$ cat config.mk
export PLATFORM = sky130hd
export DESIGN_NAME = pit_timer
export DESIGN_NICKNAME = d
export VERILOG_FILES = /design/src/hdl/pit_pkg.sv /design/src/hdl/pit_timer.sv
export VERILOG_INCLUDE_DIRS = /design/src /design/src/hdl
export SDC_FILE = /design/constraint.sdc
export NUM_CORES = 1
export LEC_CHECK = 0
export BUFFER_PORTS_ARGS = -buffer_cell sky130_fd_sc_hd__buf_2
export CELL_PAD_IN_SITES_DETAIL_PLACEMENT = 0
export CELL_PAD_IN_SITES_GLOBAL_PLACEMENT = 1
export CORE_MARGIN = 4
export CORE_UTILIZATION = 48
export DETAILED_ROUTE_END_ITERATION = 8
export PLACE_DENSITY = 0.77
export SLEW_MARGIN = 20
export SYNTH_ARGS = -nofsm -noshare
export SYNTH_HDL_FRONTEND = slang
export SYNTH_SLANG_ARGS = --single-unit
$ cat constraint.sdc
create_clock -name clock -period 2.91 [get_ports clock]
set_input_delay 0.1455 -clock clock [delete_from_list [all_inputs] [get_ports clock]]
set_output_delay 0.1455 -clock clock [all_outputs]
set_load 0.02 [all_outputs]
$ cat src/hdl/pit_defs.svh
// Purpose: constants for the interval timer block
// Assumes: byte-wide register port with a three-bit register select
// Notes: register selects are the hardware register indices
`ifndef PIT_DEFS_SVH
`define PIT_DEFS_SVH

// ****************************************************************
// register selects
// ****************************************************************
`define PIT_A_CTRL 3'h1
`define PIT_A_STAT 3'h5
`define PIT_A_CNT_HI 3'h6
`define PIT_A_CNT_LO 3'h7

// ****************************************************************
// timer_control fields
// ****************************************************************
`define PIT_SOFT_RST 0
`define PIT_CLK_SEL 1
`define PIT_PRE_EN 2
`define PIT_MODE3 3
`define PIT_MODE4 4
`define PIT_MODE5 5
`define PIT_IRQ_EN 6
`define PIT_OUT_CTL 7

// ****************************************************************
// status fields, reset values and count limits
// ****************************************************************
`define PIT_STAT_FLAG 0
`define PIT_STAT_COMP 7
`define PIT_CTRL_RST 8'h01
`define PIT_LATCH_RST 16'hffff
`define PIT_PRE_LAST 3'h7
`define PIT_CNT_ZERO 16'h0000

`endif

$ cat src/hdl/pit_pkg.sv
// Purpose: types shared by the interval timer block
// Assumes: nothing
// Notes: mode decode lives in the design module
package pit_pkg;

    typedef enum logic [2:0] {
        PIT_CONT,
        PIT_SS_NORM,
        PIT_SS_CASC,
        PIT_FREQ,
        PIT_PWID
    } pit_mode_t;

endpackage

$ cat src/hdl/pit_timer.sv
// Purpose: 16-bit down-counting interval timer with control register
// Assumes: register port strobes are synchronous to clock, one cycle each
// Notes: the bus Enable clock is the block clock itself
`timescale 1ns/1ps
`default_nettype none
`include "pit_defs.svh"

module pit_timer (
    input wire logic clock,
    input wire logic rst_n,
    input wire logic bus_sel,
    input wire logic bus_read,
    input wire logic [2:0] bus_addr,
    input wire logic [7:0] bus_wdata,
    output logic [7:0] bus_rdata,
    output logic irq_n,
    input wire logic gate_input,
    input wire logic external_clock_input,
    output logic timer_output
);

    // ****************************************************************
    // state
    // ****************************************************************
    typedef struct packed {
        logic [7:0] timer_control;
        logic [7:0] msb_buf;
        logic [15:0] latch;
        logic [15:0] cnt;
        logic [2:0] pre;
        logic g1;
        logic g2;
        logic g3;
        logic c1;
        logic c2;
        logic c3;
        logic flag;
        logic armed;
        logic timeout_tracking_flag;
        logic ce;
        logic out;
        logic pin;
        logic [7:0] rdata;
    } pit_state_t;

    localparam pit_state_t RST_S = '{
        timer_control: `PIT_CTRL_RST,
        latch: `PIT_LATCH_RST,
        cnt: `PIT_LATCH_RST,
        default: '0
    };

    function automatic pit_pkg::pit_mode_t mode_of(input logic [7:0] c);
        if (c[`PIT_MODE3]) begin
            mode_of = c[`PIT_MODE4] ? pit_pkg::PIT_PWID : pit_pkg::PIT_FREQ;
        end else if (!c[`PIT_MODE5]) begin
            mode_of = pit_pkg::PIT_CONT;
        end else if (c[`PIT_MODE4]) begin
            mode_of = pit_pkg::PIT_SS_NORM;
        end else begin
            mode_of = pit_pkg::PIT_SS_CASC;
        end
    endfunction

    pit_state_t s_q;
    pit_state_t s_d;
    pit_pkg::pit_mode_t mode_q;
    logic soft_rst;
    logic gfall;
    logic grise;
    logic src_tick;
    logic clk_en;
    logic cnt_en;
    logic counter_timeout;
    logic counter_initialization;
    logic latch_wr;
    logic status_then_counter_read;
    logic flag_set;
    logic flag_clr;
    logic [15:0] latch_new;

    assign mode_q = mode_of(s_q.timer_control);

    // ****************************************************************
    // next state
    // ****************************************************************
    always_comb begin
        s_d = s_q;
        soft_rst = s_q.timer_control[`PIT_SOFT_RST];
        s_d.g1 = gate_input;
        s_d.g2 = s_q.g1;
        s_d.g3 = s_q.g2;
        s_d.c1 = external_clock_input;
        s_d.c2 = s_q.c1;
        s_d.c3 = s_q.c2;
        gfall = s_q.g3 & ~s_q.g2;
        grise = ~s_q.g3 & s_q.g2;

        src_tick = s_q.timer_control[`PIT_CLK_SEL] | (s_q.c2 & ~s_q.c3);
        if (src_tick && !soft_rst) begin
            s_d.pre = s_q.pre + 3'h1;
        end
        if (s_q.timer_control[`PIT_PRE_EN]) begin
            clk_en = src_tick & (s_q.pre == `PIT_PRE_LAST);
        end else begin
            clk_en = src_tick;
        end
        // clocks held off during soft reset
        clk_en = clk_en & ~soft_rst;

        // register writes; control and latch stay writable in soft reset
        latch_wr = bus_sel & ~bus_read & (bus_addr == `PIT_A_CNT_LO);
        latch_new = s_q.latch;
        if (bus_sel && !bus_read) begin
            case (bus_addr)
                `PIT_A_CTRL: s_d.timer_control = bus_wdata;
                `PIT_A_CNT_HI: s_d.msb_buf = bus_wdata;
                default: ;
            endcase
        end
        if (latch_wr) begin
            latch_new = {s_q.msb_buf, bus_wdata};
        end
        s_d.latch = latch_new;

        // per-mode enable, init and flag set
        flag_set = 1'b0;
        counter_initialization = soft_rst;
        case (mode_q)
            pit_pkg::PIT_CONT: begin
                cnt_en = ~s_q.g2;
                counter_initialization = counter_initialization | gfall |
                    (latch_wr & ~s_q.timer_control[`PIT_MODE4]);
            end
            pit_pkg::PIT_SS_NORM, pit_pkg::PIT_SS_CASC: begin
                cnt_en = 1'b1;
                counter_initialization = counter_initialization | gfall |
                    (latch_wr & ~s_q.timer_control[`PIT_MODE4]);
            end
            pit_pkg::PIT_FREQ: begin
                cnt_en = s_q.ce;
                if (!s_q.timer_control[`PIT_MODE5]) begin
                    counter_initialization = counter_initialization |
                        (gfall & ~s_q.flag &
                         (~s_q.ce | s_q.timeout_tracking_flag));
                end else begin
                    counter_initialization = counter_initialization |
                        (gfall & ~s_q.flag);
                end
            end
            default: begin
                cnt_en = s_q.ce;
                counter_initialization = counter_initialization |
                    (gfall & ~s_q.flag);
            end
        endcase
        counter_timeout = clk_en & cnt_en & (s_q.cnt == `PIT_CNT_ZERO);

        if (s_q.timer_control[`PIT_MODE3]) begin
            case ({s_q.timer_control[`PIT_MODE4],
                   s_q.timer_control[`PIT_MODE5]})
                2'b00: flag_set = gfall & s_q.ce &
                    ~s_q.timeout_tracking_flag;
                2'b10: flag_set = grise & s_q.ce &
                    ~s_q.timeout_tracking_flag;
                default: flag_set = counter_timeout;
            endcase
            flag_set = flag_set & ~soft_rst;
        end else begin
            flag_set = counter_timeout;
        end

        if (counter_initialization) begin
            s_d.cnt = latch_new;
        end else if (clk_en && cnt_en) begin
            if (s_q.cnt == `PIT_CNT_ZERO) begin
                s_d.cnt = s_q.latch;
            end else begin
                s_d.cnt = s_q.cnt - 16'h0001;
            end
        end

        if (counter_initialization) begin
            s_d.timeout_tracking_flag = counter_timeout;
        end else if (counter_timeout) begin
            s_d.timeout_tracking_flag = 1'b1;
        end

        if (latch_wr || soft_rst || s_q.flag ||
            (mode_q == pit_pkg::PIT_PWID && s_q.g2)) begin
            s_d.ce = 1'b0;
        end else if (gfall) begin
            s_d.ce = 1'b1;
        end

        status_then_counter_read = bus_sel & bus_read & s_q.armed &
            (bus_addr == `PIT_A_CNT_HI);
        if (status_then_counter_read) begin
            s_d.armed = 1'b0;
        end else if (bus_sel && bus_read && bus_addr == `PIT_A_STAT) begin
            s_d.armed = s_q.flag;
        end
        // latch write also clears in interval modes
        flag_clr = soft_rst | counter_initialization |
            status_then_counter_read |
            (latch_wr & s_q.timer_control[`PIT_MODE3]);
        // a timeout landing on a clear is kept
        s_d.flag = flag_set | (s_q.flag & ~flag_clr);

        // output waveform; undefined in interval modes, held low there
        if (soft_rst || s_q.timer_control[`PIT_MODE3]) begin
            s_d.out = 1'b0;
        end else if (counter_initialization) begin
            s_d.out = (mode_q == pit_pkg::PIT_SS_NORM) ? 1'b1 :
                (mode_q == pit_pkg::PIT_SS_CASC) ? s_q.out : 1'b0;
        end else if (counter_timeout) begin
            case (mode_q)
                pit_pkg::PIT_CONT: s_d.out = ~s_q.out;
                pit_pkg::PIT_SS_NORM: s_d.out = 1'b0;
                default: s_d.out = s_q.timer_control[`PIT_OUT_CTL];
            endcase
        end
        if (mode_of(s_d.timer_control) == pit_pkg::PIT_SS_CASC) begin
            s_d.pin = s_d.out;
        end else begin
            s_d.pin = s_d.out & s_d.timer_control[`PIT_OUT_CTL];
        end

        // counter reads independent of output control
        if (bus_sel && bus_read) begin
            case (bus_addr)
                `PIT_A_CTRL: s_d.rdata = s_q.timer_control;
                `PIT_A_STAT: s_d.rdata = {s_q.flag &
                    s_q.timer_control[`PIT_IRQ_EN], 6'h00, s_q.flag};
                `PIT_A_CNT_HI: s_d.rdata = s_q.cnt[15:8];
                `PIT_A_CNT_LO: s_d.rdata = s_q.cnt[7:0];
                default: s_d.rdata = 8'h00;
            endcase
        end
    end

    always_ff @(posedge clock or negedge rst_n) begin
        if (!rst_n) begin
            s_q <= RST_S;
        end else begin
            s_q <= s_d;
        end
    end

    // ****************************************************************
    // outputs
    // ****************************************************************
    assign bus_rdata = s_q.rdata;
    assign irq_n = ~(s_q.flag & s_q.timer_control[`PIT_IRQ_EN]);
    assign timer_output = s_q.pin;
endmodule
`default_nettype wire

## Word-level counts from Yosys, hierarchy flattened

Cells that the tools add are included.

- Register bits after elaboration: 71
- Input bits: 17
- Output and inout bits: 10
- Word-level logic and storage cells: 137

- Add/subtract/negate cells: 2
- Eq/ne operators: 11
- Mux-type cells: 36
- Bitwise logic cells: 46
- Reductions and logical operators: 23

Operators with widths:

| operator | number |
|---|---|
| 2-to-1 mux 16 bit | 5 |
| case mux 8 bit (4 select lines) | 1 |
| bitwise AND 1 bit | 24 |
| logical NOT 16 bit | 1 |
| 2-to-1 mux 1 bit | 16 |
| 2-to-1 mux 8 bit | 2 |
| subtractor 16 x 1 -> 16 bit, second input constant | 1 |
| equality test 3 bit, second input constant | 5 |
| 2-to-1 mux 3 bit | 4 |
| inverter 1 bit | 12 |
| OR 1 bit | 10 |
| equality test 3 x 2 -> 1 bit, second input constant | 3 |
| 2-to-1 mux 2 bit | 4 |
| case mux 1 bit (2 select lines) | 4 |
| nonzero test 2 bit | 4 |
| equality test 3 x 1 -> 1 bit, second input constant | 2 |
| logical AND 1 bit | 6 |
| logical OR 1 bit | 4 |
| AND reduction 2 bit | 2 |
| adder 3 x 1 -> 3 bit, second input constant | 1 |
| logical NOT 3 bit | 1 |
| OR reduction 3 bit | 1 |
| equality test 2 bit, second input constant | 1 |
| logical NOT 1 bit | 2 |
| 2 further kinds | 2 |

## Logic depth before layout (Yosys ltp)

Gate-level depths: netlist (run 1).

- Word-level depth: 13
- Gate-level depth with buffers: 9
- Mapped depth without buffers: 7

## Worst setup path before layout (run 1)

OpenSTA, ideal clock, no wires.

- Path type: reg2reg
- From: register s_q[23] (netlist name)
- To: register s_q[32] (netlist name)
- Setup time: 0.107 ns
- Arrival: 1.999 ns
- Required time: 2.803 ns
- Setup slack: 0.804 ns
- Stages on the path, launching flop included: 10
- Buffers on the path: 2
- Period minus slack after synthesis: 2.106 ns
- Path through: dfstp_2 clkbuf_1 inv_1 ha_1 nor4b_1 and4_1 clkbuf_1 a31o_2 a211oi_1 a311oi_1

- Word-level cells in the longest chain between the ends: 4
- Elaborated cells between the ends (all ways): 5
- Those cells by class: add/sub (1); mux (3); reduce/logical (1)

RTL lines:

| item | line | text |
|---|---|---|
| start: declaration | pit_timer.sv:65 | `pit_state_t s_q;` |
| start signal: assignment | pit_timer.sv:244 | `s_q <= RST_S;` |
| start signal: assignment | pit_timer.sv:246 | `s_q <= s_d;` |
| subtractor 16 x 1 -> 16 bit or logical NOT 16 bit (tied branches) | n/a |  |
| 2-to-1 mux 16 bit (*) | pit_timer.sv:176 | `` if (s_q.cnt == `PIT_CNT_ZERO) begin `` |
| 2-to-1 mux 16 bit (*) | pit_timer.sv:175 | `end else if (clk_en && cnt_en) begin` |
| 2-to-1 mux 16 bit (*) | pit_timer.sv:173 | `if (counter_initialization) begin` |

Mark *: on every way between the ends. The rest lies on a longest branch, timed or not. The select of a mux whose other input is x is not followed.
A chain may end at the register's enable or synchronous reset.

## Final worst setup path (run 1)

- From: register s_q[23] (netlist name)
- To: register s_q[30] (netlist name)

Same word-level chain as after synthesis.

==> results of run 1 <==
[sequential cells by signal, indices dropped and copies added (netlist names)]
register,count
s_q,58
s_d,4
timer_output,1
bus_rdata,8
[logic make-up (layout without fill, tap and decap cells)]
family | count (synthesis) | in the layout
and+or+nand+nor | 102 | 102
AOI/OAI and AO/OA | 96 | 96
DFF | 71 | 71
muxes | 45 | 45
buffers and inverters | 39 | 67
adders and majority gates | 4 | 4
xor gates and xnor gates | 2 | 2
[critical path, cell delays in order (launching register included)]
cell	delay, ps
sky130_fd_sc_hd__dfstp_2	410
sky130_fd_sc_hd__inv_1	90
sky130_fd_sc_hd__ha_1	210
sky130_fd_sc_hd__nor4b_1	380
sky130_fd_sc_hd__nand4_2	370
sky130_fd_sc_hd__buf_4	320
sky130_fd_sc_hd__a211oi_1	220
sky130_fd_sc_hd__o22ai_1	120
sky130_fd_sc_hd__a21oi_1	160
[cell usage after synthesis, types with 7 or more instances]
| master | number |
|---|---|
| sky130_fd_sc_hd__a21oi_1 | 16 |
| sky130_fd_sc_hd__a22o_1 | 7 |
| sky130_fd_sc_hd__buf_4 | 8 |
| sky130_fd_sc_hd__clkbuf_1 | 10 |
| sky130_fd_sc_hd__dfrtp_1 | 38 |
| sky130_fd_sc_hd__dfstp_2 | 33 |
| sky130_fd_sc_hd__inv_1 | 12 |
| sky130_fd_sc_hd__mux2_2 | 35 |
| sky130_fd_sc_hd__mux2i_1 | 10 |
| sky130_fd_sc_hd__nand2_1 | 29 |
| sky130_fd_sc_hd__nor2_1 | 26 |
| sky130_fd_sc_hd__nor3_1 | 7 |
| sky130_fd_sc_hd__o21ai_0 | 19 |
[power groups by stage]
stage	clock [mW]	sequential (mW)	combinational [mW]
after detailed placement	0	1.68	0.980
after floorplan	0	1.53	0.797
after CTS	0.894	1.66	0.989
final	0.874	1.68	0.992
after global placement	0	1.67	0.967
after global routing	0.932	1.72	1.10
[metrics by stage]
stage	util	worst slack [ps]	hold slack [ps]	instances
2_1_floorplan	-	803.5	-150.1	359
6_report	0.5512	562.1	1.518	489
3_3_place_gp	0.5207	691.3	253.4	471
4_1_cts	0.5512	573.9	34.88	489
3_5_place_dp	0.5207	598.7	255.3	471
5_1_grt	0.5512	365.5	55.81	489
[area by class of cell]
cell class | count | area, um^2 | share of cell area
Tap cell | 102 | 127.6 | 0.02996
Inverter | 12 | 45.04 | 0.01058
Clock inverter | 4 | 70.07 | 0.01645
Clock buffer | 12 | 145.1 | 0.03408
Timing Repair Buffer | 39 | 232.7 | 0.05464
Multi-Input combinational cell | 249 | 1821 | 0.4274
Sequential cell | 71 | 1818 | 0.4269
[worst paths after layout]
check / to / slack (ps) / cells past startpoint
max: s_q[30] / 560 / 8
min: s_q[13] / 2 / 2
max reg2reg: s_q[30] / 560 / 8
min reg2reg: s_d[14] / 350 / 0
max in group asynchronous: s_q[56] / 2330 / 2
min in group clock: s_q[12] / 50 / 2
[layer usage]
layer	up-vias	global-route usage
li1	1362	-
met1	1412	0.2993
met2	81	0.3094
met3	14	0.04092
met4	0	0.06283
met5	-	0
==> results.md, run 1 <==
- In the final layout, the share of cells above drive strength 1 is 0.3463.
- The highest net fanout along the worst path is 14.
- The synthesized netlist cell count is 359.
- Of the total synthesized cell area, the portion taken by full adders, half adders and majority gates is 0.01306.
- The total global routing track utilization is 0.2054.
- The power density relative to cell area is roughly 830 nW/um^2.
- The highest metal layer carrying signal wires in the routed design is met4.
- The portion of the clock cycle consumed by the worst path in the final layout is 0.8068.
- The share of the synthesized area in the top cell type is 0.2481.
- The max-capacitance violation count is 0.
- The critical path is of the flop to flop type.
- The number of DRC markers after the initial detailed-route iteration is 189.
- The starting utilization of the core area is 0.4960.
- TritonCTS built the clock tree.
- The number of enable-type register cells in the synthesized netlist is 0.
- Based on the critical path, the design can be clocked at up to approximately 430 MHz.
- The total overflow reported by the global router is 0.
- The largest net degree at the start of global routing is 72.
- The synthesized design spends more area on one cell type than any other, namely sky130_fd_sc_hd__dfrtp_1.
- The number of remaining DRC errors is 0.
- The total design power is about 3.5 mW.
- The synthesized cell area is around 3800 um^2.
- The count of hold buffers inserted by post-cts repair is 2.
- The async set-reset flop share out of synthesis is 1.000.
- Fill cells in the final layout number slightly below 700.
- The floorplan step set the die width to ~97 um.
- The die is 97.36 um tall.
- The met2 wire length is ~4400 um.
- Internal power comes to approximately 2.3 mW.
- The area share of and/or/nand/nor cells after synthesis is 0.1482.
- The number of buffers between clock root and the deepest sink is 2.
- The layout-stage area growth over the synthesis result is 11.13%.
- In this run, CTS created clock tree buffers numbering 9.
- The worst-skew pair later-pin latency is 340 ps.
- Row generation in the floorplan step produced 32 rows.
- The number of antenna violations at the first check in global routing was 0.
- Tracing the worst setup path back leads to its startpoint at s_q[23].
- The number of different library cells used by synthesis comes to 65.
- For this block, wires on met1 add up to around 4600 um.
- The core box area is slightly below 8000 um^2.
- For the pin with the worst max-slew slack, the measured transition is just under 900 ps.
- The count of nets left with antenna violations once routing finished came out at 0.
- The worst-case vdd ir drop is about 420 uV.
- The worst clock skew on the final layout is roughly 10 ps.
- The net switching share of the total power is 0.3517.
- Buffers added to address setup during post-CTS repair amount to 0.
- In the routed layout, each cell is associated on average with a via count of 5.867.
- The hold violation count in the final report is 0.
- At the end of routability-driven placement, the weighted congestion stood at about 0.85.
- Clock tree synthesis selected as its root buffer the cell sky130_fd_sc_hd__clkbuf_8.
- The warning count from the yosys run is 0.
- The worst flop-to-flop path startpoint is s_q[23].
- Setup repair after global routing left no endpoint under its margin.
- The first TritonRoute pass finished after 5 iterations.
- Of the synthesized area, sequential elements account for 0.4744.
- Detailed placement ended at an HPWL of about 6600 um.
- STA classifies the critical path endpoint as a flop.
- For this block, the via count after detailed routing is 2869.
- Measured against the total synthesized area, the mux share comes to 0.1290.
- Counting every net in the synthesized netlist gives 380.
- The total leakage power is about 1.8 nW.
- At the end of the flow, the number of nets in the layout was between 400 and 500.
- The xor-xnor portion of the synthesized cell area is 0.004571.
- Leaving out fill and tap cells, the most frequent cells in the layout are sky130_fd_sc_hd__dfrtp_1 (38), sky130_fd_sc_hd__mux2_2 (35), sky130_fd_sc_hd__dfstp_2 (33).
- The post-cts resize count is 0.
- The most common library cell in the layout ignoring fill and taps is sky130_fd_sc_hd__dfrtp_1.
- STA puts the critical path data required time at roughly 3200 ps.
- The number of I/O pins is 27.
- Of the total power, the clock network draws 0.247.
- The relative contribution of combinational cells to total power is 0.280.
- Summing all non-filler instances in the final layout gives an area of 4259 um^2.
- The number of pins with negative max-slew slack in the final report is 0.
- The number of antenna diodes in the final layout is 0.
- The global-route wire length before repair is around 15000 um.
- The worst setup path is launched from a flop.
- The number of synthesized register bits is about 70.
- The flow ran to the end, and the final reports show no timing, DRC or antenna violations.
- The post-place instance area is between 4000 and 5000 um^2.
- After routing, the total negative slack on setup checks comes to 0 ps.
- The post-detailed-route wirelength per cell is between 15 and 20 um.
- The average instance area after synthesis is ~11 um^2.
- The number of clock sinks seen by CTS is 71.
- The switching power is 1.246 mW.
- The final period demand of the worst path is 2348 ps.
- The number of input and output port buffers inserted is 26.
- The compound-cell area share of the yosys netlist is 0.1792.
- The relative contribution of sequential cells to total power is 0.473.
- The post-CTS clock slew at the launch and capture registers of the worst setup and hold paths is approximately 80 ps.
- The count of endpoints failing setup in the final report is 0.
- The number of global-route vias before repair is roughly 2800.
- The flip-flop cell with the highest count after synthesis is sky130_fd_sc_hd__dfrtp_1.
- After synthesis, the cell types taking the most area are sky130_fd_sc_hd__dfrtp_1 (25%), sky130_fd_sc_hd__dfstp_2 (23%), sky130_fd_sc_hd__mux2_2 (10%), sky130_fd_sc_hd__nand2_1 (2.8%), sky130_fd_sc_hd__mux2i_1 (2.6%).
- In this run the worst hold path is classified as primary input to async pin.
- The detailed-routed wire length on met3 is 401 um.
- The dominant combinational cell family by area after synthesis is compound AO/OA/AOI/OAI gates.
- The normalized max-slew margin is 0.4037.
- The floorplan step defined a die boundary enclosing about 9500 um^2.
- The level count of the clock H-tree is 3.
- At the worst endpoint, the arrival time is around 2600 ps.
- The final routed wirelength across all metal layers is around 9600 um.
No activity file was read; power rests on OpenSTA's default activity.
==> run 2, diff against run 1 <==
==> constraint.sdc (replaced) <==
create_clock -name clock -period 2.33 [get_ports clock]
set_input_delay 0.1165 -clock clock [delete_from_list [all_inputs] [get_ports clock]]
set_output_delay 0.1165 -clock clock [all_outputs]
set_load 0.02 [all_outputs]
==> run 2 against run 1 <==
Final area grew 2.6%. Count of clock-buffer cells in the layout unchanged. Die area unchanged. Clock skew increased by 3.7 ps. Worst hold slack improved by 42 ps.
==> results.md, run 2 (synthesized netlist as in run 1, its figures left out) <==
- The worst clock skew on the final layout is 13.68 ps (+3.696 ps).
- The post-detailed-route wirelength per cell is 18.49 um (-5.9%).
- The number of buffers between clock root and the deepest sink is 2 (unchanged).
- The remaining antenna violation count after routing is 0 (unchanged).
- The number of clock sinks seen by CTS came to 71 (unchanged).
- The floorplan die height is 97.36 um (unchanged).
- The worst flop-to-flop path startpoint is s_q[20].
- The worst setup path startpoint is s_q[20].
- The overall via count from detail_route was 2941 (+2.5%).
- The count of buffer and inverter cells on the critical path is 1 (-1).
- The register with the highest flop count is s_q.
- The global routing stage identified its most utilized layer as met2.
- The data arrival time of the critical path is 2400 ps (-230 ps).
- The worst-case vdd ir drop was 358.3 uV (-14%).
- The global-route wire length before repair was 15740 um (+2.3%).
- The largest stage delay on the critical path is 480 ps (+70 ps).
- The number of diodes added for antenna fixing is 0 (unchanged).
- The number of DRC markers after the initial detailed-route iteration is 160 (-15%).
- On the critical path the largest part of the delay comes from compound AO/OA/AOI/OAI gates.
- The largest net degree at the start of global routing is 29 (-60%).
- The path depth of the worst reg2reg path is 7 (-1).
- The met3 track demand over resource in global routing is 0.04235 (+0.001436).
- The net count reported at finish came to 419 (+4.0%).
- The cell with the largest stage delay on the worst path is sky130_fd_sc_hd__o41ai_1.
- The final period demand of the worst path came to 2106 ps (-242.3 ps).
- The power density relative to cell area is 993.3 nW/um^2 (+19%).
- The core box area is 7727 um^2 (unchanged).
- The post-CTS clock slew at the launch and capture registers of the worst setup and hold paths is 80 ps (about the same).
- The library cell used as clock root buffer is sky130_fd_sc_hd__clkbuf_8.
- The type of the worst min-delay path is primary input to flop.
- The worst setup path is of the flop to flop kind.
- The accumulated negative setup slack was 0 ps (unchanged).
- The required time of the critical path was 2620 ps (-570 ps).
- The number of input and output port buffers inserted was 26 (unchanged).
- The max-capacitance violation count is 0 (unchanged).
- The most numerous cell type found on the critical path is sky130_fd_sc_hd__ha_1.
- The hold violation count in the final report came to 0 (unchanged).
- Setup repair after global routing left no endpoint under its margin.
- The number of remaining DRC errors came to 0 (unchanged).
- The level count of the clock H-tree is 3 (unchanged).
- The final-layout worst hold slack is 43.49 ps (+41.98 ps).
- The total leakage power is 1.860 nW (+4.0%).
- The portion of the clock cycle consumed by the worst path in the final layout was 0.9037 (+0.09684).
- The number of antenna violations at the first check in global routing was 0 (unchanged).
- The worst-skew pair later-pin latency is 350 ps (about the same).
- The total CTS buffers was 9 (unchanged).
- The count of buffers added by post-CTS timing repair for setup is 0 (unchanged).
- The flip-flop count of the largest register after layout was 58 (unchanged).
- The fraction of layout instances using a drive strength above 1 is 0.3722 (+0.02596).
- In this run the critical register-to-register path is captured at s_q[38].
- The number of global-route vias before repair was 2899 (+4.9%).
- The worst setup path is launched from a flop.
- The length of the first detailed-routing pass in iterations is 5 (unchanged).
- The x dimension of the die is 97.36 um (unchanged).
- The top achievable clock speed was 474.9 MHz (+12%).
- Leaving out fill and tap cells, the most frequent cell in the layout is sky130_fd_sc_hd__dfrtp_1.
- The worst setup slack for register-to-register paths is 220 ps (-340 ps).
- The half-perimeter wire length after placement is 6886 um (+4.8%).
- The number of I/O pins is 27 (unchanged).
- The global-route met1 utilization is 0.3026 (+0.003261).
- The final setup slack of the worst path is 224.4 ps (-337.7 ps).
- The worst setup path is captured at a flop.
- The cell count along the critical path is 7 (-1).
- The total global routing track utilization was 0.2088 (+0.003404).
- The critical path goes through ha_1 > ha_1 > inv_1 > a221oi_1 > nand2_1 > o41ai_1 > a22o_1.
- The global placement routability congestion was 0.8521 (+0.76%).
- The layout-stage area growth over the synthesis result is 14.01%.
- The measured slew at the worst slew-check pin is 856.7 ps (-37.86 ps).
- The highest net fanout along the worst path is 6 (-8).
- The total overflow reported by the global router is 0 (unchanged).
- The number of pins with negative max-slew slack in the final report is 0 (unchanged).
- The critical path ends at s_q[38].
- The fraction of the core area covered by cells at the end of the flow came to 0.5654 (+0.01425).
- The count of endpoints failing setup in the final report is 0 (unchanged).
- The detailed-route vias per instance is 5.824 (-0.74%).
- The final routed wirelength across all metal layers is 9338 um (-2.8%).
- The normalized max-slew margin is 0.4277 (+0.02406).
- The flow ran to the end, and the final reports show no timing, DRC or antenna violations.
- The starting utilization of the core area came to 0.4960 (unchanged).
- Leaving out fill and tap cells, the most frequent cells in the layout are sky130_fd_sc_hd__dfrtp_1 (38), sky130_fd_sc_hd__mux2_2 (35), sky130_fd_sc_hd__dfstp_2 (33).
- TritonCTS built the clock tree.
- The number of placement rows is 32 (unchanged).
- The fraction of met2 tracks used by global routing is 0.3121 (+0.002654).
- The post-placement worst setup slack is 144.1 ps (-454.6 ps).
- The die footprint is 9478 um^2 (unchanged).
-- run 2: per-layer routing --
layer  vias up  routed length, um
met5         -                  0
met4         0                181
met3        20                441
met2        89               4239
met1      1436               4476
li1       1396                  -
-- run 2: layout make-up --
| cell class | count | area [um^2] |
|---|---|---|
| Clock buffer | 12 | 166.4 |
| Multi-Input combinational cell | 249 | 1827 |
| Fill cell | 681 | 3358 |
| Timing Repair Buffer | 55 | 357.8 |
| Clock inverter | 4 | 27.53 |
| Tap cell | 102 | 127.6 |
| Sequential cell | 71 | 1818 |
| Inverter | 12 | 45.04 |
-- run 2: through the flow --
stage / cell area (um^2) / std cells / power, mW
finish: 4369 / 505 / 4.340
global route: 4369 / 505 / 4.628
detailed placement: 4129 / 485 / 3.388
floorplan: 3832 / 359 / 2.911
global placement: 4129 / 485 / 3.357
CTS: 4363 / 505 / 4.353
-- run 2: how the worst min path moves through the flow --
stage | endpoint | start | slack [ps] | cells after the start
2_1_floorplan | bus_rdata[0] | rst_n | -180 | 0
3_3_place_gp | s_q[12] | rst_n | 110 | 1
3_5_place_dp | s_q[12] | rst_n | 120 | 1
4_1_cts | s_q[57] | bus_wdata[2] | 30 | 2
5_1_grt | s_q[57] | bus_wdata[2] | 40 | 2
6_report | s_q[57] | bus_wdata[2] | 40 | 2
-- run 2: worst reg2reg max path, stage by stage (launching register included) --
cell and delay (ps):
sky130_fd_sc_hd__dfrtp_1 370, sky130_fd_sc_hd__ha_1 150, sky130_fd_sc_hd__ha_1 140, sky130_fd_sc_hd__inv_1 50, sky130_fd_sc_hd__a221oi_1 410, sky130_fd_sc_hd__nand2_1 270, sky130_fd_sc_hd__o41ai_1 480, sky130_fd_sc_hd__a22o_1 180
-- run 2: what timing repair did --
item / CTS / global route
hold endpoints to repair: 22 / 0
hold buffers: 4 / 0
gates resized for setup: 0 / 1
endpoints found under the setup margin: 0 / 5
-- run 2: power by group --
group / internal [mW] / switching (mW) / total (mW)
clock: 0.483 / 0.464 / 0.947
combinational: 0.614 / 0.735 / 1.35
sequential: 1.69 / 0.358 / 2.04
